==> src/core/can_fd_irq_pkg.sv <==
`default_nettype none

package can_fd_irq_pkg;

	// Register indices on the internal register port
	localparam logic [2:0] REG_TIME_BASE_COUNT       = 3'h0;
	localparam logic [2:0] REG_TIMESTAMP_CONTROL     = 3'h1;
	localparam logic [2:0] REG_INTERRUPT_CODE_VECTOR = 3'h2;
	localparam logic [2:0] REG_INTERRUPT_ENABLE_FLAG = 3'h3;
	localparam logic [2:0] REG_RECEIVE_FIFO_PENDING  = 3'h4;
	localparam logic [2:0] REG_TRANSMIT_FIFO_PENDING = 3'h5;

	// Timestamp control fields
	localparam int TS_RES_POS     = 18;
	localparam int TS_EOF_POS     = 17;
	localparam int TB_ENABLE_POS  = 16;
	localparam int TB_PRESCALE_HI = 9;

	// Interrupt register flag positions; enables sit this far above
	localparam int ENABLE_SHIFT    = 16;
	localparam int INVALID_MSG_POS = 15;
	localparam int WAKEUP_POS      = 14;
	localparam int BUS_ERROR_POS   = 13;
	localparam int SYS_ERROR_POS   = 12;
	localparam int RX_OVERFLOW_POS = 11;
	localparam int TX_ATTEMPT_POS  = 10;
	localparam int LINK_CRC_POS    = 9;
	localparam int RAM_ECC_POS     = 8;
	localparam int TX_EVENT_POS    = 4;
	localparam int MODE_CHANGE_POS = 3;
	localparam int TB_OVERFLOW_POS = 2;
	localparam int RX_SUMMARY_POS  = 1;
	localparam int TX_SUMMARY_POS  = 0;

	// Implemented enable bits of the upper half-word
	localparam logic [15:0] ENABLE_MASK = 16'hFF1F;

	// Reset values, and the count at which the time base wraps
	localparam logic [15:0] ENABLE_RESET     = 16'h0000;
	localparam logic [9:0]  PRESCALE_RESET   = 10'h000;
	localparam logic [31:0] COUNT_RESET      = 32'h0000_0000;
	localparam logic [31:0] COUNT_MAX        = 32'hFFFF_FFFF;
	localparam logic [2:0]  OPMODE_RESET     = 3'h0;

	// Source codes
	localparam logic [6:0] CODE_TX_ATTEMPT  = 7'h4A;
	localparam logic [6:0] CODE_TX_EVENT    = 7'h49;
	localparam logic [6:0] CODE_INVALID_MSG = 7'h48;
	localparam logic [6:0] CODE_MODE_CHANGE = 7'h47;
	localparam logic [6:0] CODE_TB_OVERFLOW = 7'h46;
	localparam logic [6:0] CODE_BUFFER_OVF  = 7'h45;
	localparam logic [6:0] CODE_ADDR_ERROR  = 7'h44;
	localparam logic [6:0] CODE_RX_OVERFLOW = 7'h43;
	localparam logic [6:0] CODE_WAKEUP      = 7'h42;
	localparam logic [6:0] CODE_BUS_ERROR   = 7'h41;
	localparam logic [6:0] CODE_NONE        = 7'h40;

endpackage

`default_nettype wire

==> src/core/time_base_counter.sv <==
`timescale 1ns/1ps
`default_nettype none

module time_base_counter (
	input  wire logic        sys_clk,
	input  wire logic        rstn,
	input  wire logic        enable,
	input  wire logic [9:0]  prescale,
	input  wire logic        load,
	input  wire logic [31:0] load_value,
	output logic      [31:0] count,
	output logic             wrap
);

	logic [9:0] presc_cnt;
	wire        tick      = enable & ~load & (presc_cnt == prescale);
	wire        at_max    = (count == can_fd_irq_pkg::COUNT_MAX);

	// Prescaler and counter; disable holds both at zero
	always_ff @(posedge sys_clk or negedge rstn) begin
		if (!rstn) begin
			count     <= can_fd_irq_pkg::COUNT_RESET;
			presc_cnt <= can_fd_irq_pkg::PRESCALE_RESET;
			wrap      <= 1'b0;
		end else if (!enable) begin
			count     <= can_fd_irq_pkg::COUNT_RESET;
			presc_cnt <= can_fd_irq_pkg::PRESCALE_RESET;
			wrap      <= 1'b0;
		end else if (load) begin
			count     <= load_value;
			presc_cnt <= can_fd_irq_pkg::PRESCALE_RESET;
			wrap      <= 1'b0;
		end else if (tick) begin
			count     <= count + 32'h0000_0001;
			presc_cnt <= can_fd_irq_pkg::PRESCALE_RESET;
			wrap      <= at_max;
		end else begin
			presc_cnt <= presc_cnt + 10'h001;
			wrap      <= 1'b0;
		end
	end

	AST_TB_STOP: assert property (@(posedge sys_clk) disable iff (!rstn)
		!enable |=> count == 32'h0000_0000)
		else $error("time base not cleared while disabled");

	AST_TB_INC: assert property (@(posedge sys_clk) disable iff (!rstn)
		(enable && !load && presc_cnt == prescale) |=> count == $past(count) + 32'h0000_0001)
		else $error("time base did not advance on prescaler period");

	AST_PRESC_CLR: assert property (@(posedge sys_clk) disable iff (!rstn)
		(enable && load) |=> (presc_cnt == 10'h000 && count == $past(load_value))
		##1 (presc_cnt == 10'h001 || count == $past(count, 1) + 32'h0000_0001 || !enable || load))
		else $error("prescaler not restarted by counter write");

endmodule

`default_nettype wire

==> src/core/can_fd_interrupt_and_time_base.sv <==
`timescale 1ns/1ps
`default_nettype none

module can_fd_interrupt_and_time_base (
	input  wire logic        sys_clk,
	input  wire logic        rstn,
	input  wire logic [2:0]  reg_addr,
	input  wire logic        reg_write,
	input  wire logic        reg_read,
	input  wire logic [31:0] reg_wdata,
	input  wire logic [2:0]  operating_mode_field,
	input  wire logic        invalid_message_event,
	input  wire logic        wakeup_event,
	input  wire logic        bus_error_event,
	input  wire logic        buffer_overflow_event,
	input  wire logic        address_error_event,
	input  wire logic [31:0] receive_overflow_bits,
	input  wire logic [31:0] transmit_attempt_bits,
	input  wire logic        host_link_crc_pending,
	input  wire logic        ram_correction_pending,
	input  wire logic        transmit_event_pending,
	input  wire logic [31:0] receive_fifo_requests,
	input  wire logic [31:0] transmit_fifo_requests,
	output logic      [31:0] reg_rdata,
	output logic             reg_rvalid,
	output logic             interrupt_n
);

	// Highest set bit: {found, index}
	function automatic logic [5:0] highest(input logic [31:0] bits);
		logic [5:0] result;
		result = 6'h00;
		for (int i = 0; i < 32; i++) begin
			if (bits[i]) begin
				result = {1'b1, 5'(i)};
			end
		end
		return result;
	endfunction

	// Sticky flag update; a set in the clearing cycle wins
	function automatic logic sticky(input logic flag, input logic clr, input logic set);
		return (flag & ~clr) | set;
	endfunction

	// Fifo hit to seven-bit code
	function automatic logic [6:0] fifo_code(input logic [5:0] hit);
		return hit[5] ? {2'b00, hit[4:0]} : can_fd_irq_pkg::CODE_NONE;
	endfunction

	// Control and status state
	logic [15:0] enables;
	logic        invalid_message_flag;
	logic        wakeup_flag;
	logic        bus_error_flag;
	logic        system_error_flag;
	logic        system_error_is_buffer;
	logic        mode_change_flag;
	logic        time_base_overflow_flag;
	logic        ts_res;
	logic        ts_eof;
	logic        time_base_enable;
	logic [9:0]  time_base_prescale;
	logic [2:0]  opmode_prev;
	logic        opmode_seen;
	logic [31:0] receive_fifo_pending_bits;
	logic [31:0] transmit_fifo_pending_bits;
	logic        receive_overflow_flag;
	logic        transmit_attempt_flag;
	logic        host_link_crc_flag;
	logic        ram_correction_flag;
	logic        transmit_event_flag;
	logic        receive_summary_flag;
	logic        transmit_summary_flag;
	logic [6:0]  receive_source_code;
	logic [6:0]  transmit_source_code;
	logic [6:0]  interrupt_source_code;
	logic [31:0] time_base_counter;
	logic        tb_wrap;

	// Register port decode
	wire wr_count  = reg_write & (reg_addr == can_fd_irq_pkg::REG_TIME_BASE_COUNT);
	wire wr_tscon  = reg_write & (reg_addr == can_fd_irq_pkg::REG_TIMESTAMP_CONTROL);
	wire wr_int    = reg_write & (reg_addr == can_fd_irq_pkg::REG_INTERRUPT_ENABLE_FLAG);

	// Writing zero to a sticky flag clears it, one leaves it alone
	wire clr_ivm   = wr_int & ~reg_wdata[can_fd_irq_pkg::INVALID_MSG_POS];
	wire clr_wak   = wr_int & ~reg_wdata[can_fd_irq_pkg::WAKEUP_POS];
	wire clr_cerr  = wr_int & ~reg_wdata[can_fd_irq_pkg::BUS_ERROR_POS];
	wire clr_serr  = wr_int & ~reg_wdata[can_fd_irq_pkg::SYS_ERROR_POS];
	wire clr_mod   = wr_int & ~reg_wdata[can_fd_irq_pkg::MODE_CHANGE_POS];
	wire clr_tbc   = wr_int & ~reg_wdata[can_fd_irq_pkg::TB_OVERFLOW_POS];

	// First sample after reset only primes the history
	wire mode_changed = opmode_seen & (operating_mode_field != opmode_prev);
	wire system_fault = buffer_overflow_event | address_error_event;

	// Source summaries from live inputs
	wire [31:0] next_rx_pending = {receive_fifo_requests[31:1], 1'b0};
	wire [31:0] next_tx_pending = transmit_fifo_requests;

	// Flag word as seen by software
	wire [15:0] flags = {invalid_message_flag, wakeup_flag, bus_error_flag, system_error_flag,
		receive_overflow_flag, transmit_attempt_flag, host_link_crc_flag, ram_correction_flag,
		3'b000, transmit_event_flag, mode_change_flag, time_base_overflow_flag,
		receive_summary_flag, transmit_summary_flag};
	wire [15:0] active = flags & enables;

	// Priority selection of the summary code, highest code first
	wire [5:0] rx_hit  = highest(receive_fifo_pending_bits);
	wire [5:0] tx_hit  = highest(transmit_fifo_pending_bits);
	wire [5:0] any_hit = highest(receive_fifo_pending_bits | transmit_fifo_pending_bits);
	wire [6:0] serr_code = system_error_is_buffer ? can_fd_irq_pkg::CODE_BUFFER_OVF
		: can_fd_irq_pkg::CODE_ADDR_ERROR;
	wire [6:0] next_interrupt_source_code =
		active[can_fd_irq_pkg::TX_ATTEMPT_POS]  ? can_fd_irq_pkg::CODE_TX_ATTEMPT  :
		active[can_fd_irq_pkg::TX_EVENT_POS]    ? can_fd_irq_pkg::CODE_TX_EVENT    :
		active[can_fd_irq_pkg::INVALID_MSG_POS] ? can_fd_irq_pkg::CODE_INVALID_MSG :
		active[can_fd_irq_pkg::MODE_CHANGE_POS] ? can_fd_irq_pkg::CODE_MODE_CHANGE :
		active[can_fd_irq_pkg::TB_OVERFLOW_POS] ? can_fd_irq_pkg::CODE_TB_OVERFLOW :
		active[can_fd_irq_pkg::SYS_ERROR_POS]   ? serr_code                        :
		active[can_fd_irq_pkg::RX_OVERFLOW_POS] ? can_fd_irq_pkg::CODE_RX_OVERFLOW :
		active[can_fd_irq_pkg::WAKEUP_POS]      ? can_fd_irq_pkg::CODE_WAKEUP      :
		active[can_fd_irq_pkg::BUS_ERROR_POS]   ? can_fd_irq_pkg::CODE_BUS_ERROR   :
		fifo_code(any_hit);

	// Read data selection; unmapped indices read zero
	wire [31:0] tscon_word = {13'h0000, ts_res, ts_eof, time_base_enable, 6'h00, time_base_prescale};
	wire [31:0] vec_word   = {1'b0, receive_source_code, 1'b0, transmit_source_code,
		8'h00, 1'b0, interrupt_source_code};
	wire [31:0] read_word =
		(reg_addr == can_fd_irq_pkg::REG_TIME_BASE_COUNT)       ? time_base_counter          :
		(reg_addr == can_fd_irq_pkg::REG_TIMESTAMP_CONTROL)     ? tscon_word                 :
		(reg_addr == can_fd_irq_pkg::REG_INTERRUPT_CODE_VECTOR) ? vec_word                   :
		(reg_addr == can_fd_irq_pkg::REG_INTERRUPT_ENABLE_FLAG) ? {enables, flags}           :
		(reg_addr == can_fd_irq_pkg::REG_RECEIVE_FIFO_PENDING)  ? receive_fifo_pending_bits  :
		(reg_addr == can_fd_irq_pkg::REG_TRANSMIT_FIFO_PENDING) ? transmit_fifo_pending_bits :
		32'h0000_0000;

	// Time base; setting kept across counter writes
	time_base_counter u_time_base (
		.sys_clk    (sys_clk),
		.rstn       (rstn),
		.enable     (time_base_enable),
		.prescale   (time_base_prescale),
		.load       (wr_count),
		.load_value (reg_wdata),
		.count      (time_base_counter),
		.wrap       (tb_wrap)
	);

	// Software-owned control fields
	always_ff @(posedge sys_clk or negedge rstn) begin
		if (!rstn) begin
			enables            <= can_fd_irq_pkg::ENABLE_RESET;
			ts_res             <= 1'b0;
			ts_eof             <= 1'b0;
			time_base_enable   <= 1'b0;
			time_base_prescale <= can_fd_irq_pkg::PRESCALE_RESET;
		end else begin
			if (wr_int) begin
				enables <= reg_wdata[31:can_fd_irq_pkg::ENABLE_SHIFT] & can_fd_irq_pkg::ENABLE_MASK;
			end
			if (wr_tscon) begin
				ts_res             <= reg_wdata[can_fd_irq_pkg::TS_RES_POS];
				ts_eof             <= reg_wdata[can_fd_irq_pkg::TS_EOF_POS];
				time_base_enable   <= reg_wdata[can_fd_irq_pkg::TB_ENABLE_POS];
				time_base_prescale <= reg_wdata[can_fd_irq_pkg::TB_PRESCALE_HI:0];
			end
		end
	end

	// Hardware-set, software-cleared flags
	always_ff @(posedge sys_clk or negedge rstn) begin
		if (!rstn) begin
			invalid_message_flag    <= 1'b0;
			wakeup_flag             <= 1'b0;
			bus_error_flag          <= 1'b0;
			system_error_flag       <= 1'b0;
			system_error_is_buffer  <= 1'b0;
			mode_change_flag        <= 1'b0;
			time_base_overflow_flag <= 1'b0;
		end else begin
			invalid_message_flag    <= sticky(invalid_message_flag, clr_ivm, invalid_message_event);
			wakeup_flag             <= sticky(wakeup_flag, clr_wak, wakeup_event);
			bus_error_flag          <= sticky(bus_error_flag, clr_cerr, bus_error_event);
			system_error_flag       <= sticky(system_error_flag, clr_serr, system_fault);
			mode_change_flag        <= sticky(mode_change_flag, clr_mod, mode_changed);
			time_base_overflow_flag <= sticky(time_base_overflow_flag, clr_tbc, tb_wrap);
			// Remember which fault was latest for the code
			if (system_fault) begin
				system_error_is_buffer <= buffer_overflow_event;
			end
		end
	end

	// Mode history
	always_ff @(posedge sys_clk or negedge rstn) begin
		if (!rstn) begin
			opmode_prev <= can_fd_irq_pkg::OPMODE_RESET;
			opmode_seen <= 1'b0;
		end else begin
			opmode_prev <= operating_mode_field;
			opmode_seen <= 1'b1;
		end
	end

	// Read-only mirrors of source conditions; writes do not reach them
	always_ff @(posedge sys_clk or negedge rstn) begin
		if (!rstn) begin
			receive_fifo_pending_bits  <= 32'h0000_0000;
			transmit_fifo_pending_bits <= 32'h0000_0000;
			receive_overflow_flag      <= 1'b0;
			transmit_attempt_flag      <= 1'b0;
			host_link_crc_flag         <= 1'b0;
			ram_correction_flag        <= 1'b0;
			transmit_event_flag        <= 1'b0;
			receive_summary_flag       <= 1'b0;
			transmit_summary_flag      <= 1'b0;
		end else begin
			receive_fifo_pending_bits  <= next_rx_pending;
			transmit_fifo_pending_bits <= next_tx_pending;
			receive_overflow_flag      <= |receive_overflow_bits[31:1];
			transmit_attempt_flag      <= |transmit_attempt_bits;
			host_link_crc_flag         <= host_link_crc_pending;
			ram_correction_flag        <= ram_correction_pending;
			transmit_event_flag        <= transmit_event_pending;
			receive_summary_flag       <= |next_rx_pending;
			transmit_summary_flag      <= |next_tx_pending;
		end
	end

	// Code vector; one cycle behind the flags it encodes
	always_ff @(posedge sys_clk or negedge rstn) begin
		if (!rstn) begin
			receive_source_code   <= can_fd_irq_pkg::CODE_NONE;
			transmit_source_code  <= can_fd_irq_pkg::CODE_NONE;
			interrupt_source_code <= can_fd_irq_pkg::CODE_NONE;
		end else begin
			receive_source_code   <= fifo_code(rx_hit);
			transmit_source_code  <= fifo_code(tx_hit);
			interrupt_source_code <= next_interrupt_source_code;
		end
	end

	// Outputs from flops
	always_ff @(posedge sys_clk or negedge rstn) begin
		if (!rstn) begin
			reg_rdata   <= 32'h0000_0000;
			reg_rvalid  <= 1'b0;
			interrupt_n <= 1'b1;
		end else begin
			reg_rdata   <= reg_read ? read_word : 32'h0000_0000;
			reg_rvalid  <= reg_read;
			interrupt_n <= ~|active;
		end
	end

	AST_TBC_OVF: assert property (@(posedge sys_clk) disable iff (!rstn)
		tb_wrap |=> time_base_overflow_flag)
		else $error("wrap did not set overflow flag");

	AST_MODE_CHANGE: assert property (@(posedge sys_clk) disable iff (!rstn)
		(opmode_seen && operating_mode_field != opmode_prev) |=> mode_change_flag)
		else $error("mode change not flagged");

	AST_FLAG_HOLD: assert property (@(posedge sys_clk) disable iff (!rstn)
		(invalid_message_flag && !wr_int) |=> invalid_message_flag)
		else $error("sticky flag dropped without a write");

	AST_SET_WINS: assert property (@(posedge sys_clk) disable iff (!rstn)
		(wakeup_event && clr_wak) |=> wakeup_flag)
		else $error("clear won over a simultaneous set");

	AST_RX_SUMMARY: assert property (@(posedge sys_clk) disable iff (!rstn)
		##1 receive_summary_flag == (|$past(receive_fifo_requests[31:1])))
		else $error("receive summary does not follow FIFO requests");

	AST_RX_BIT0: assert property (@(posedge sys_clk) disable iff (!rstn)
		!receive_fifo_pending_bits[0])
		else $error("receive pending position zero set");

	AST_CODE_NONE: assert property (@(posedge sys_clk) disable iff (!rstn)
		(active == 16'h0000 && any_hit[5] == 1'b0) |=> interrupt_source_code == 7'h40)
		else $error("idle code is not 1000000");

	AST_CODE_ATTEMPT: assert property (@(posedge sys_clk) disable iff (!rstn)
		active[10] |=> interrupt_source_code == 7'h4A)
		else $error("transmit attempt code wrong");

	AST_IRQ: assert property (@(posedge sys_clk) disable iff (!rstn)
		##1 interrupt_n == !(|$past(active)))
		else $error("interrupt output disagrees with enabled flags");

endmodule

`default_nettype wire

==> config.mk <==
export PLATFORM = sky130hd
export DESIGN_NAME = can_fd_interrupt_and_time_base
export DESIGN_NICKNAME = d
export VERILOG_FILES = /design/src/core/can_fd_irq_pkg.sv /design/src/core/time_base_counter.sv /design/src/core/can_fd_interrupt_and_time_base.sv
export SDC_FILE = /design/constraint.sdc
export NUM_CORES = 1
export LEC_CHECK = 0
export BUFFER_PORTS_ARGS = -buffer_cell sky130_fd_sc_hd__buf_2
export CORE_ASPECT_RATIO = 1.75
export CORE_MARGIN = 2
export CORE_UTILIZATION = 45
export CTS_CLUSTER_DIAMETER = 40
export DETAILED_ROUTE_END_ITERATION = 10
export GPL_TIMING_DRIVEN = 0
export PLACE_DENSITY = 0.78
export SYNTH_ARGS = -nofsm -noshare
export SYNTH_HDL_FRONTEND = slang
export SYNTH_SLANG_ARGS = --single-unit
==> constraint.sdc <==
create_clock -name sys_clk -period 2.14 [get_ports sys_clk]
set_input_delay 0.107 -clock sys_clk [delete_from_list [all_inputs] [get_ports sys_clk]]
set_output_delay 0.107 -clock sys_clk [all_outputs]
set_load 0.01 [all_outputs]
==> key figures <==
Yosys
  • Most instantiated flip-flop cell in the synthesis netlist: dfrtp_1
  • Count of unique library cells instantiated by Yosys: 64
  • Synth area leaders: dfrtp_1, mux2_2, nor4_1
  • Mapped Nets: 1135
  • Synthesized instance count: between 900 and 1000
  • Async SR Flop Fraction: 100%
  • Mapped Avg Cell Area: about 10 um^2
  • Register area share after synthesis: a little over 50%
  • FF+latch count, synth: a little over 200
  • Cell area after synthesis: slightly below 10000 um^2
  • Number of flops mapped to enable cells by yosys: 0
  • Cell taking the most area after synthesis: dfrtp_1
  • Number of synthesis warnings: 0
  • Top-area cell type share of the netlist area: about 50%

Critical path
  • Maximum fanout along the worst path: 4
  • Critical Path RT: 2540 ps
  • Critical path endpoint category: register
  • Kind of start point of the critical path: register
  • Reg2reg start: transmit_fifo_pending_bits[5]
  • Critical Path Source: transmit_fifo_pending_bits[5]
  • Setup CP Type: register to register
  • CP Data Arrival Time: 2630 ps

Clocking
  • Clock tree from TritonCTS: built
  • Clock insertion delay at the later pin of the skew report: roughly 540 ps
  • Number of buffers between clock root and the deepest sink: 3
  • Number of CTS-inserted buffers: 24
  • Number of H-tree branching levels: 1
  • Clock root cell: clkbuf_16
  • Clock transition at path regs: 70 ps
  • Total number of clock tree sinks: a little over 200

Pwr
  • Areal power density over the cells: 759 nW/um^2
  • Clock network fraction of design power: a little over two fifths
  • Share of power burned in registers: 42.8%
  • Switching part of the total: between 20 and 30%
  • Largest voltage drop on the vdd net: 950 uV
  • Standby leakage power: 0.00592 uW
  • Post-layout power: approximately 10000 uW
  • Fraction of power consumed by combinational cells: 15.5%
  • Internal power: between 7000 and 8000 uW
  • Switching component of the power: a little over 3000 uW

STA
  • Final critical-path share of the clock period: 104%
  • Worst slew margin relative to its limit: around 12%
  • Minimum clock period after layout: ~2200 ps
  • Count of endpoints failing setup in the final report: 1
  • Final number of hold-violating endpoints: 0
  • Number of max-slew violations in the final report: 0
  • Worst setup skew after layout: approximately 26 ps
  • F_max: 449 MHz
  • Unrepaired setup endpoints after global routing: yes
  • Hold Slack: approximately 57 ps
  • Setup TNS after final layout: -87.3 ps
  • Final worst slack: -87.3 ps
  • Actual transition at the worst max-transition pin: about 1300 ps

Cells and area
  • Fraction of final layout cells sized beyond drive strength 1: between 20% and 30%
  • Cell Count, Final, Fillers Out: 1635
  • Leading cell type in the layout, fill and taps excluded: buf_2
  • Commonest non-fill, non-tap cells in the layout: buf_2, dfrtp_1, dlygate4sd3_1
  • Total non-filler cell area in the finished layout: ~14000 um^2
  • Growth of design area from synthesis to finish: 38.7%
  • Number of diodes: 0
  • Number of fill cells in the layout: 1703
  • Layout net count: around 1500

Global routing
  • First-pass GRT wire length: around 56 mm
  • Vias in the first global route: between 10000 and 15000
  • Total track usage: 31.7%
  • Total congestion overflow: 0
  • Maximum number of pins on one net before global-route repair: 120
  • Number of antenna violations at the first check in global routing: 0

Routing
  • Post-detailed-route wirelength per cell: 22.5 um
  • DR vias/cell: roughly 6
  • Vias post-DR: 9565
  • Routed wire length: approximately 37 mm
  • Drt drc: 0
  • Remaining antenna violation count: 0
  • First DRT Iteration DRCs: between 600 and 700
  • Count of TritonRoute iterations in the first routing pass: 5

Placed design
  • Placed cell count: 1456
  • Placer congestion estimate: 0.990
  • HPWL after detailed placement: 26.8 mm
  • # port buffers: around 210
  • Placement Cell Area: roughly 11000 um^2

Hold path
  • Hold Path Origin: reg_wdata[12]
  • Path category of the worst min-delay check: input pin to register

Run status
  • Failing checks: negative setup slack
  • Result of the run: complete, but fails checks

Die
  • Total Die Area: ~23000 um^2
  • Top Ports: 212
  • Area of the core: about 22000 um^2
  • Cell Rows: 71
  • Vert. Die Dim: roughly 200 um
  • Die span in x: about 120 um
  • Starting Density: 45.9%

Flow run
  • Total of max-cap violations: 0
[layer usage]
metal / track usage (%) / vias to the layer above / part of all wire [%]
met5: 0 / - / 0
met3: 3.57 / 147 / 5.3
met2: 57.3 / 466 / 53
li1: - / 4314 / -
met4: 19.6 / 0 / 7.1
met1: 34.3 / 4638 / 34
[sequential cells by signal, indices dropped and copies added, names as in the netlist, 3 cells and up]
signal and count:
reg_rdata 32, u_time_base.presc_cnt 10, transmit_fifo_pending_bits 32, time_base_prescale 10, opmode_prev 3, u_time_base.count 32
transmit_source_code 6, interrupt_source_code 6, enables 13, receive_fifo_pending_bits 31, receive_source_code 6
[power groups by stage]
| stage | clock [uW] | combinational (uW) | sequential [uW] |
|---|---|---|---|
| 2_1_floorplan | 0 | 759 | 4380 |
| 3_3_place_gp | 0 | 1340 | 4480 |
| 3_5_place_dp | 0 | 1370 | 4490 |
| 4_1_cts | 4380 | 1570 | 4430 |
| 5_1_grt | 4530 | 1750 | 4490 |
| 6_report | 4360 | 1620 | 4470 |
[through the flow]
| stage | util [%] | setup WS [ps] |
|---|---|---|
| floorplan | - | 160 |
| global placement | 52.4 | -2250 |
| detailed placement | 52.6 | -200 |
| CTS | 62.9 | -145 |
| global route | 63.7 | -115 |
| finish | 63.7 | -87.3 |
[critical path: stages (launching register included)]
cell and delay [ps]:
dfrtp_2 430, or4_4 510, o211ai_1 240, a31oi_2 150
o2111ai_2 230, a41oi_2 180, o41ai_4 350
[Yosys cell counts (18+ instances only)]
library cell	instances
clkbuf_1	33
dfrtp_1	198
a211oi_1	18
o22ai_1	23
a22oi_1	35
and2_1	33
nand2_1	43
mux2_2	40
o21ai_0	58
a21oi_1	37
nand4_1	30
inv_1	19
xor2_1	30
mux2i_1	31
nor2_1	80
nand3_1	18
nor4_1	51
[final timing paths]
kind                                                 endpoint  slack, ps  depth (start not counted)
worst max-delay path                 interrupt_source_code[1]        -90                          6
worst min-delay path                    u_time_base.count[12]         60                          3
worst max register to register       interrupt_source_code[1]        -90                          6
worst min register to register        time_base_overflow_flag        460                          1
max in group asynchronous              receive_source_code[6]        930                          3
min in group asynchronous       transmit_fifo_pending_bits[1]        240                          2
[cell type report]
type	instances	area [um^2]	area share (%)
clock inverters	17	233	1.69
flip-flops and latches	202	5070	36.9
clock buffers	27	622	4.52
repair buffers	346	2410	17.5
multi-input cells	684	4760	34.7
inverters	20	75.1	0.546
plain buffers	47	208	1.51
well taps	292	365	2.66
[timing repair]
| action | 4_1_cts | 5_1_grt |
|---|---|---|
| setup buffers | 7 | 10 |
| pin swaps | 12 | 16 |
| hold buffers | 121 | 0 |
| endpoints found under the setup margin | 38 | 41 |
| hold endpoints to repair | 256 | 0 |
| resized for setup | 24 | 25 |
[logic make-up (layout without fill, tap and decap cells)]
logic type               count (synthesis)  after routing  share of synthesized area, %
flip-flops                             202            202                          51.1
AO/OA/AOI/OAI                          228            228                          15.0
buffers and inverters                   69            457                          2.84
other                                    1              1                        0.0378
adder cells (fa/ha/maj)                  2              2                         0.252
multiplexers                            72             72                          7.90
XOR/XNOR                                46             46                          4.07
AND/OR/NAND/NOR                        335            335                          18.8
Note: power is estimated with default switching activity, not from simulation.
